## src/verilog/fspc_pkg.sv

```systemverilog
// Package with register map, field positions, reset values and types of the flash control block.
package fspc_pkg;
   // =========================================================================
   // Register map.
   localparam int BUS_AW = 5;
   localparam logic [4:0] OFS_MSS = 5'h00;
   localparam logic [4:0] OFS_PMC = 5'h04;
   localparam logic [4:0] OFS_FWADDR = 5'h08;
   localparam logic [4:0] OFS_CMD = 5'h0c;
   localparam logic [4:0] OFS_STAT = 5'h10;
   localparam logic [4:0] OFS_BAUD = 5'h14;

   // =========================================================================
   // Reset values and fields.
   localparam logic [7:0] MSS_RESET = 8'hcf;
   localparam logic [7:0] PMC_RESET = 8'h04;
   localparam int PMC_MODE_LOW = 0;
   localparam int PMC_ADDR_SRC = 1;
   localparam int PMC_WED = 2;
   localparam int PMC_ONBOARD = 7;
   localparam int CMD_PROG = 0;
   localparam int CMD_ERASE = 1;
   localparam int CMD_DATA_LSB = 8;
   localparam int STAT_BLOCKED = 0;
   localparam int STAT_BAUD_OK = 1;
   localparam int STAT_ONBOARD = 2;

   // =========================================================================
   // Widths and timing.
   localparam int FL_AW = 16;
   localparam int FL_DW = 8;
   localparam int BAUD_W = 16;
   // The reset command byte is all zero, so the line stays low for start bit plus eight bits.
   localparam logic [3:0] RST_LOW_BITS_LAST = 4'h8;

   // =========================================================================
   // Types.
   typedef struct packed {
      logic [FL_AW-1:0] addr;
      logic [FL_DW-1:0] data;
      logic write;
      logic erase;
   } fspc_flash_cmd_t;

   typedef enum {BD_IDLE, BD_WAIT_LOW, BD_MEASURE, BD_LOCKED} fspc_baud_state_t;
endpackage : fspc_pkg

```

## src/verilog/fspc_baud_detect.sv

```systemverilog
// Receive baud clock recovery from the programmer's reset command.
`timescale 1ns/10ps
module fspc_baud_detect
   import fspc_pkg::*;
#(
   parameter int W = BAUD_W
) (
   input wire logic clock,
   input wire logic nrst,
   input wire logic enable,
   input wire logic rxLevel,
   output logic [W-1:0] period,
   output logic locked,
   output logic baudTick
);
   fspc_baud_state_t state_q;
   logic enable_q;
   logic [3:0] pre_q;
   logic [W-1:0] period_q;
   logic [W-1:0] tick_q;
   logic baudTick_q;

   // =========================================================================
   // Measurement: the low time divided by nine is one bit time.
   always_ff @(posedge clock) begin
      if (!nrst) begin
         state_q <= BD_IDLE;
         enable_q <= 1'b0;
         pre_q <= 4'h0;
         period_q <= '0;
      end else begin
         enable_q <= enable;
         unique case (state_q)
            BD_IDLE: begin
               if (enable && !enable_q) begin
                  state_q <= BD_WAIT_LOW;
               end
            end
            BD_WAIT_LOW: begin
               // The edge that first sees the line low already counts one low cycle.
               pre_q <= 4'h1;
               period_q <= '0;
               if (!rxLevel) begin
                  state_q <= BD_MEASURE;
               end
            end
            BD_MEASURE: begin
               if (rxLevel) begin
                  state_q <= (period_q != '0) ? BD_LOCKED : BD_WAIT_LOW;
               end else if (pre_q == RST_LOW_BITS_LAST) begin
                  pre_q <= 4'h0;
                  period_q <= period_q + W'(1);
               end else begin
                  pre_q <= pre_q + 4'h1;
               end
            end
            BD_LOCKED: begin
            end
         endcase
         if (!enable) begin
            state_q <= BD_IDLE;
         end
      end
   end

   // =========================================================================
   // Bit-rate enable pulse, one clock wide, once per measured period.
   always_ff @(posedge clock) begin
      if (!nrst) begin
         tick_q <= '0;
         baudTick_q <= 1'b0;
      end else if (state_q != BD_LOCKED) begin
         tick_q <= '0;
         baudTick_q <= 1'b0;
      end else if (tick_q == period_q - W'(1)) begin
         tick_q <= '0;
         baudTick_q <= 1'b1;
      end else begin
         tick_q <= tick_q + W'(1);
         baudTick_q <= 1'b0;
      end
   end

   assign period = period_q;
   assign locked = (state_q == BD_LOCKED);
   assign baudTick = baudTick_q;

   logic [W-1:0] gap_q;
   always_ff @(posedge clock) begin
      if (!nrst) begin
         gap_q <= '0;
      end else if (!locked) begin
         // The first pulse comes a full period after the lock edge, so start one below zero.
         gap_q <= '1;
      end else if (baudTick_q) begin
         gap_q <= '0;
      end else begin
         gap_q <= gap_q + W'(1);
      end
   end
endmodule : fspc_baud_detect

```

## src/verilog/fspc_ctrl.sv

```systemverilog
// Flash self-programming control: registers, address source, write guard, baud recovery.
`timescale 1ns/10ps
module fspc_ctrl
   import fspc_pkg::*;
(
   input wire logic clock,
   input wire logic nrst,
   input wire logic [BUS_AW-1:0] avs_address,
   input wire logic avs_read,
   input wire logic avs_write,
   input wire logic [31:0] avs_writedata,
   output logic [31:0] avs_readdata,
   output logic avs_waitrequest,
   input wire logic programmingModePin,
   input wire logic serialRxPin,
   input wire logic uartSelected,
   input wire logic [FL_AW-1:0] cpuFlashAddr,
   output fspc_flash_cmd_t flashCmd,
   output logic [7:0] memorySizeSelect,
   output logic selfProgModeLow,
   output logic baudTick
);
   logic ack_q;
   logic [31:0] rdata_q;
   logic [7:0] mss_q;
   logic [7:0] pmc_q;
   logic [FL_AW-1:0] fwAddr_q;
   logic blocked_q;
   fspc_flash_cmd_t cmd_q;
   logic [2:0] modeSync_q;
   logic [2:0] rxSync_q;
   logic onBoard_q;
   logic rxLevel_q;
   logic [BAUD_W-1:0] period;
   logic locked;
   logic wrEn;
   logic cmdReq;
   logic wed;
   logic addrFromFw;
   logic [FL_AW-1:0] addrSel;
   logic [31:0] rdMux;

   // =========================================================================
   // Avalon slave: one wait state, read data registered while waiting.
   assign avs_waitrequest = (avs_read || avs_write) && !ack_q;
   assign wrEn = avs_write && ack_q;

   always_ff @(posedge clock) begin
      if (!nrst) begin
         ack_q <= 1'b0;
      end else begin
         ack_q <= (avs_read || avs_write) && !ack_q;
      end
   end

   always_comb begin
      rdMux = 32'h0000_0000;
      unique case (avs_address)
         OFS_MSS: rdMux[7:0] = mss_q;
         OFS_PMC: begin
            rdMux[7:0] = pmc_q;
            rdMux[PMC_ONBOARD] = onBoard_q;
         end
         OFS_FWADDR: rdMux[FL_AW-1:0] = fwAddr_q;
         OFS_STAT: begin
            rdMux[STAT_BLOCKED] = blocked_q;
            rdMux[STAT_BAUD_OK] = locked;
            rdMux[STAT_ONBOARD] = onBoard_q;
         end
         OFS_BAUD: rdMux[BAUD_W-1:0] = period;
         default: rdMux = 32'h0000_0000;
      endcase
   end

   always_ff @(posedge clock) begin
      if (!nrst) begin
         rdata_q <= 32'h0000_0000;
      end else if (avs_read && !ack_q) begin
         rdata_q <= rdMux;
      end
   end
   assign avs_readdata = rdata_q;

   // =========================================================================
   // Memory size selection; the reset value forces start-up code to program it.
   always_ff @(posedge clock) begin
      if (!nrst) begin
         mss_q <= MSS_RESET;
      end else if (wrEn && avs_address == OFS_MSS) begin
         mss_q <= avs_writedata[7:0];
      end
   end
   assign memorySizeSelect = mss_q;

   // =========================================================================
   // Mode control and firmware address. Bit 7 is live status and is not stored.
   always_ff @(posedge clock) begin
      if (!nrst) begin
         pmc_q <= PMC_RESET;
      end else if (wrEn && avs_address == OFS_PMC) begin
         pmc_q <= {1'b0, 4'h0, avs_writedata[PMC_WED:0]};
      end
   end

   always_ff @(posedge clock) begin
      if (!nrst) begin
         fwAddr_q <= '0;
      end else if (wrEn && avs_address == OFS_FWADDR) begin
         fwAddr_q <= avs_writedata[FL_AW-1:0];
      end
   end

   // =========================================================================
   // Pin synchronisers: a change counts once the second and third stages agree.
   always_ff @(posedge clock) begin
      if (!nrst) begin
         modeSync_q <= 3'h0;
         rxSync_q <= 3'h7;
         onBoard_q <= 1'b0;
         rxLevel_q <= 1'b1;
      end else begin
         modeSync_q <= {modeSync_q[1:0], programmingModePin};
         rxSync_q <= {rxSync_q[1:0], serialRxPin};
         if (modeSync_q[1] == modeSync_q[2]) begin
            onBoard_q <= modeSync_q[2];
         end
         if (rxSync_q[1] == rxSync_q[2]) begin
            rxLevel_q <= rxSync_q[2];
         end
      end
   end

   // =========================================================================
   // Address source. In on-board mode the mode-low and address-source bits are ignored; the write/erase disable bit still acts.
   assign addrFromFw = !onBoard_q && pmc_q[PMC_ADDR_SRC];
   assign addrSel = addrFromFw ? fwAddr_q : cpuFlashAddr;
   assign selfProgModeLow = !onBoard_q && pmc_q[PMC_MODE_LOW];

   // =========================================================================
   // Command issue and write guard. A blocked attempt leaves a sticky flag;
   // a new block in the clearing cycle wins over the clear.
   assign wed = pmc_q[PMC_WED];
   assign cmdReq = wrEn && avs_address == OFS_CMD
      && (avs_writedata[CMD_PROG] || avs_writedata[CMD_ERASE]);

   always_ff @(posedge clock) begin
      if (!nrst) begin
         cmd_q <= '0;
      end else begin
         cmd_q.addr <= addrSel;
         cmd_q.write <= cmdReq && !wed && avs_writedata[CMD_PROG];
         cmd_q.erase <= cmdReq && !wed && avs_writedata[CMD_ERASE];
         if (cmdReq && !wed) begin
            cmd_q.data <= avs_writedata[CMD_DATA_LSB +: FL_DW];
         end
      end
   end
   assign flashCmd = cmd_q;

   always_ff @(posedge clock) begin
      if (!nrst) begin
         blocked_q <= 1'b0;
      end else if (cmdReq && wed) begin
         blocked_q <= 1'b1;
      end else if (wrEn && avs_address == OFS_STAT && avs_writedata[STAT_BLOCKED]) begin
         blocked_q <= 1'b0;
      end
   end

   // =========================================================================
   // Baud recovery runs only for serial on-board programming.
   fspc_baud_detect #(
      .W(BAUD_W)
   ) u_baud (
      .clock(clock),
      .nrst(nrst),
      .enable(onBoard_q && uartSelected),
      .rxLevel(rxLevel_q),
      .period(period),
      .locked(locked),
      .baudTick(baudTick)
   );

   logic rstSeen_q;
   always_ff @(posedge clock) begin
      rstSeen_q <= !nrst;
   end
endmodule : fspc_ctrl

```

## config.mk

```make
export PLATFORM = sky130hd
export DESIGN_NAME = fspc_ctrl
export DESIGN_NICKNAME = d
export VERILOG_FILES = /design/src/verilog/fspc_pkg.sv /design/src/verilog/fspc_baud_detect.sv /design/src/verilog/fspc_ctrl.sv
export SDC_FILE = /design/constraint.sdc
export NUM_CORES = 1
export LEC_CHECK = 0
export BUFFER_PORTS_ARGS = -buffer_cell sky130_fd_sc_hd__buf_2
export CORE_MARGIN = 3
export CORE_UTILIZATION = 25
export CTS_CLUSTER_SIZE = 28
export DETAILED_ROUTE_END_ITERATION = 10
export GPL_TIMING_DRIVEN = 0
export HOLD_SLACK_MARGIN = 0.08
export SYNTH_ARGS = -nofsm -noshare
export SYNTH_HDL_FRONTEND = slang
export SYNTH_SLANG_ARGS = --single-unit
```

## constraint.sdc

```tcl
create_clock -name clock -period 2.25 [get_ports clock]
set_input_delay 0.225 -clock clock [delete_from_list [all_inputs] [get_ports clock]]
set_output_delay 0.225 -clock clock [all_outputs]
set_load 0.01 [all_outputs]
```

## Word-level counts from Yosys, hierarchy flattened

Cells that the tools add are included.

| word-level totals | value |
|---|---|
| register bits after elaboration | 149 |
| input bits | 60 |
| output and inout bits | 69 |
| logic and storage cells | 97 |

| operators by class | value |
|---|---|
| add/sub/neg operators | 4 |
| eq/ne operators | 18 |
| multiplexer cells | 18 |
| bitwise logic cells | 1 |
| reductions and logical operators | 36 |

Operators with widths:

| kind | count |
|---|---|
| 32-bit two-way mux | 3 |
| 32-bit one-hot mux with 3 select lines | 1 |
| 16-bit two-way mux | 3 |
| 16-bit by 1-bit adder with 16-bit output (second input constant) | 2 |
| 32-bit by 1-bit == test with 1-bit output (second input constant) | 1 |
| 32-bit by 2-bit == test with 1-bit output (second input constant) | 1 |
| 32-bit by 3-bit == test with 1-bit output (second input constant) | 1 |
| 32-bit zero test | 1 |
| 32-bit by 3-bit != test with 1-bit output (second input constant) | 1 |
| 16-bit one-hot mux with 2 select lines | 1 |
| 5-bit one-hot mux with 4 select lines | 1 |
| 1-bit logical AND | 18 |
| 16-bit == test | 1 |
| 8-bit one-hot mux with 2 select lines | 1 |
| 16-bit nonzero test | 1 |
| 16-bit by 1-bit subtractor with 16-bit output (second input constant) | 1 |
| 3-bit one-hot mux with 5 select lines | 1 |
| 5-bit by 4-bit == test with 1-bit output (second input constant) | 2 |
| 5-bit == test (second input constant) | 2 |
| 4-bit two-way mux | 2 |
| 4-bit one-hot mux with 2 select lines | 1 |
| 2-bit != test (second input constant) | 3 |
| 5-bit by 3-bit == test with 1-bit output (second input constant) | 1 |
| 5-bit zero test | 1 |
| other kinds (16) | 26 |

## Longest topological paths before layout

| depth | value |
|---|---|
| depth after elaboration | 5 |
| depth in mapped cells | 11 |
| gate-level depth less buffers | 9 |

## Hierarchy

From an unflattened synthesis, not the netlist that was laid out.

| second synthesis, totals | value |
|---|---|
| cell total of the unflattened synthesis | 691 |
| area, all modules | 5,993.2 um2 |

Modules (own cells, without submodules):

| module | instances | cells each | area an instance (um2) | sequential area each (um2) |
|---|---|---|---|---|
| fspc_ctrl | 1 | 400 | 3,488.3 | 1,581.5 |
| fspc_baud_detect | 1 | 291 | 2,504.9 | 800.8 |

## Worst setup path before layout

No wires, ideal clock.

| timing path | value |
|---|---|
| kind | reg-to-reg |
| start point | register u_baud.period_q[6], in the netlist u_baud.period[6] |
| end point | register u_baud.tick_q[11] |
| setup time | 0.112 ns |
| arrival time | 2.158 ns |
| data required time | 2.138 ns |
| setup slack | -0.020 ns |
| stages on the path, launching flop included | 10 |
| buffers on the path | 2 |
| period minus slack after synthesis | 2.270 ns |
| path through | dfxtp_1 buf_2 or4_4 nor4_2 xnor2_1 o21ai_1 nor3_1 o2111a_2 buf_6 nor2_1 |

| on the way | value |
|---|---|
| cells in the longest elaborated chain, start to end | 3 |

Ends and longest elaborated chain:

| element | RTL line | source |
|---|---|---|
| start: declaration | fspc_baud_detect.sv:19 | `logic [W-1:0] period_q;` |
| start signal: assignment | fspc_baud_detect.sv:52 | `period_q <= period_q + W'(1);` |
| 16-bit by 1-bit subtractor with 16-bit output | fspc_baud_detect.sv:75 | `end else if (tick_q == period_q - W'(1)) begin` |
| 16-bit == test | fspc_baud_detect.sv:75 |  |
| 3-bit OR reduction (no line) | - |  |
| end signal: assignment | fspc_baud_detect.sv:79 | `tick_q <= tick_q + W'(1);` |
| end: declaration | fspc_baud_detect.sv:20 | `logic [W-1:0] tick_q;` |

Every way passes these cells.
A chain may end at the register's enable or synchronous reset.

## Worst setup path in the final report

| timing path | value |
|---|---|
| start point | register u_baud.period_q[11], in the netlist u_baud.period[11] |
| end point | register u_baud.tick_q[5] |

Same word-level chain as after synthesis.

==> impl_metrics.tcl <==
set metrics [dict create \
    min_period_ns 2.322 \
    cts_root_buf "clkbuf_16" \
    violations "setup timing" \
    dr.first_iter.drc_count 257 \
    fmax_ghz 0.4307 \
    vias 5334 \
    cp.depth 8 \
    status "complete, but fails checks" \
    min_to "flashCmd[14]" \
    synth_cells 686 \
    drv_slew 0 \
    maxCapViolCount 0 \
    clock-sinks 119 \
    die_height_microns 157.6 \
    cpPeakStageDelay_ns 0.54 \
    synth_area_leaders "dfxtp_1, nand2_1, a21boi_0, xnor2_1, nor2_1" \
    crit_family "simple AND/OR/NAND/NOR gates" \
    worstReg2RegEnd "u_baud.tick_q[5]" \
    dpl.hpwl_microns 12400 \
    ys_warn_count 0 \
    ys.flop_type "dfxtp_1" \
    vias_per_cell 4.650 \
    syn_area_sq_um 5749 \
    synth_cell_types 55 \
    start_util 0.2586 \
    port_buffers 95 \
    hold_depth 3 \
    required_ns 2.56 \
    final_cell_mix "nand2_1, dfxtp_1, buf_2" \
    final_common_cell "nand2_1" \
    ios 129 \
    hold_path_class "in -> reg" \
    cts.clk_slew.worst_paths_ns 0.05 \
    die_width_microns 157.6 \
    fin_worst_skew_ns 0.01097 \
    drc 0 \
    synth_top_area_frac 0.4144 \
    crit_buf_inv 1 \
    timing.final.ws_setup_ns -0.07177 \
    cp-end-kind "flip-flop" \
    leakagePower_nw 3.248 \
    rsz0062_at_grt "yes" \
    finalHoldViolCount 0 \
    grt.total_usage 0.1377 \
    wirelength_microns 17100 \
    worstPathArrival_ns 2.63 \
    peakVddDrop_mv 0.5062 \
    grt-ovfl-total 0 \
    path_max_fanout 5 \
    relSlewSlack 0.4497 \
    fin_crit_sh 1.032 \
    drtPass1Iterations 4 \
    ys_seq_elements 119 \
    tightest_slew_ns 0.8255 \
    rr_worst_depth 8 \
    syn2layout_area_growth_pct 36.76 \
    synth_edf_count 0 \
    r2r_setup_slack_ns -0.07 \
    final-setup-viol-count 17 \
    power.density_nw_per_um2 702.2 \
    fp-row-count 54 \
    core_area_sq_um 22230 \
    tritoncts "built" \
    finalSetupTns_ns -0.9399 \
    htreeDepth 4 \
    clockBufferDepth 2 \
    grt_pass1_wl_microns 27050 \
    antenna_left 0 \
    r2r_start "u_baud.period[11]" \
    place_congestion 0.8399 \
    diodes 0 \
    min-delay-start "cpuFlashAddr[4]" \
    drive_above_1_share 0.2364 \
    cp_cell_sequence "or4_4 > nor4_4 > xnor2_2 > o21ai_1 > nor3_1 > o2111a_2 > buf_6 > nor2_2" \
    nets 924 \
    clkLatencyLatePin_ns 0.42 \
    cts_buffers 17 \
    yosys.area.top_type "dfxtp_1" \
    yosysSeqAreaShare 0.4144 \
    antenna_found_initial 0 \
    async_flop_share 0 \
    wire_per_inst_microns 14.91 \
    critPathKind "reg -> reg" \
    die_area_sq_um 24850 \
    grt_pass1_vias 5162 \
    avgSynthCellArea_sq_um 8.381 \
    start_kind "flip-flop" \
    whs_ns 0.09869 \
    critPathSlowestCell "or4_4" \
    grt_max_degree 17 \
]
sequential cells by signal, indices dropped and copies added, names as in the netlist:
name,flops
ack_q,1
avs_readdata,16
blocked_q,1
flashCmd,26
fwAddr_q,16
memorySizeSelect,8
modeSync_q,3
onBoard_q,1
pmc_q,3
rxLevel_q,1
rxSync_q,3
u_baud.baudTick,1
u_baud.enable_q,1
u_baud.period,16
u_baud.pre_q,4
u_baud.state_q,2
u_baud.tick_q,16
per-stage QoR:
stage | power [mW] | cell area [sq um] | util | instances | setup WS, ns
after floorplan | 2.346 | 5827 | - | 701 | 0.01058
after global placement | 2.473 | 6653 | 0.2993 | 1076 | -0.3408
after detailed placement | 2.473 | 6653 | 0.2993 | 1076 | -0.3538
after CTS | 5.569 | 7746 | 0.3485 | 1140 | -0.06462
after global routing | 5.694 | 7863 | 0.3537 | 1147 | -0.1912
final | 5.521 | 7863 | 0.3537 | 1147 | -0.07177
per-layer routing:
metal,vias up,share of wire,track usage
met2,143,0.48,0.2255
li1,2656,-,-
met3,19,0.046,0.03253
met1,2516,0.46,0.1827
met5,-,0,0
met4,0,0.013,0.03595
worst max-delay path by stage:
stage	start	endpoint	slack, ns
6_report	u_baud.period[11]	u_baud.tick_q[5]	-0.07
3_5_place_dp	u_baud.period[11]	u_baud.tick_q[5]	-0.35
2_1_floorplan	u_baud.period[11]	u_baud.tick_q[11]	0.01
3_3_place_gp	u_baud.period[11]	u_baud.tick_q[14]	-0.34
4_1_cts	u_baud.period[8]	u_baud.baudTick	-0.06
5_1_grt	u_baud.period[10]	u_baud.tick_q[5]	-0.19
what timing repair did:
item                       4_1_cts  5_1_grt
setup buffers                    9        8
gates cloned                     1        0
hold buffers                    30        0
setup endpoints to repair       26       33
hold endpoints to repair        33        0
gates resized for setup         29       20
pin swaps                       16       11
cells in the mapped netlist (all sizes together), types with 4 or more instances:
cell type  number
nor4            7
xor2           22
nand3          27
nor2           52
nand4           6
a221oi         13
nor2b          24
clkbuf         34
nand2b          8
nor3           10
a22oi           7
or3             5
inv             9
mux2i          12
and2           14
nor3b          12
dfxtp         119
xnor2          24
nand2         123
o21ai          16
buf            26
a21oi          20
a21boi         37
ha             10
o21a            4
and3           14
worst reg2reg max path: stages (launching register included):
cell and delay (ns):
dfxtp_4 0.33, or4_4 0.54, nor4_4 0.36, xnor2_2 0.15, o21ai_1 0.09, nor3_1 0.21, o2111a_2 0.33, buf_6 0.16
nor2_2 0.05
power breakdown:
| group | switching, mW | internal, mW | total (mW) |
|---|---|---|---|
| logic | 0.166 | 0.150 | 0.316 |
| clock network | 1.00 | 2.05 | 3.05 |
| registers | 0.0158 | 2.14 | 2.15 |
| total | 1.18 | 4.34 | 5.52 |
layout make-up:
type	count	area (sq um)
Multi-Input combinational cell	513	3214
Inverter	9	33.78
Fill cell	2288	14370
Clock buffer	21	470.5
Sequential cell	119	2407
Buffer	51	266.5
Timing Repair Buffer	143	925.9
Tap cell	280	350.3
Clock inverter	11	193.9
cell families (layout without fill, tap and decap cells):
group	count (synthesis)	in the layout	synth area share
XOR/XNOR	46	46	0.07008
buffers and inverters	69	235	0.05811
flip-flops	119	119	0.4144
multiplexers	13	13	0.02285
adder cells (fa/ha/maj)	10	10	0.02176
AND/OR/NAND/NOR	313	313	0.2707
AO/OA/AOI/OAI	115	115	0.1415
other	1	16	0.0006523
No activity file was read; power rests on OpenSTA's default activity.
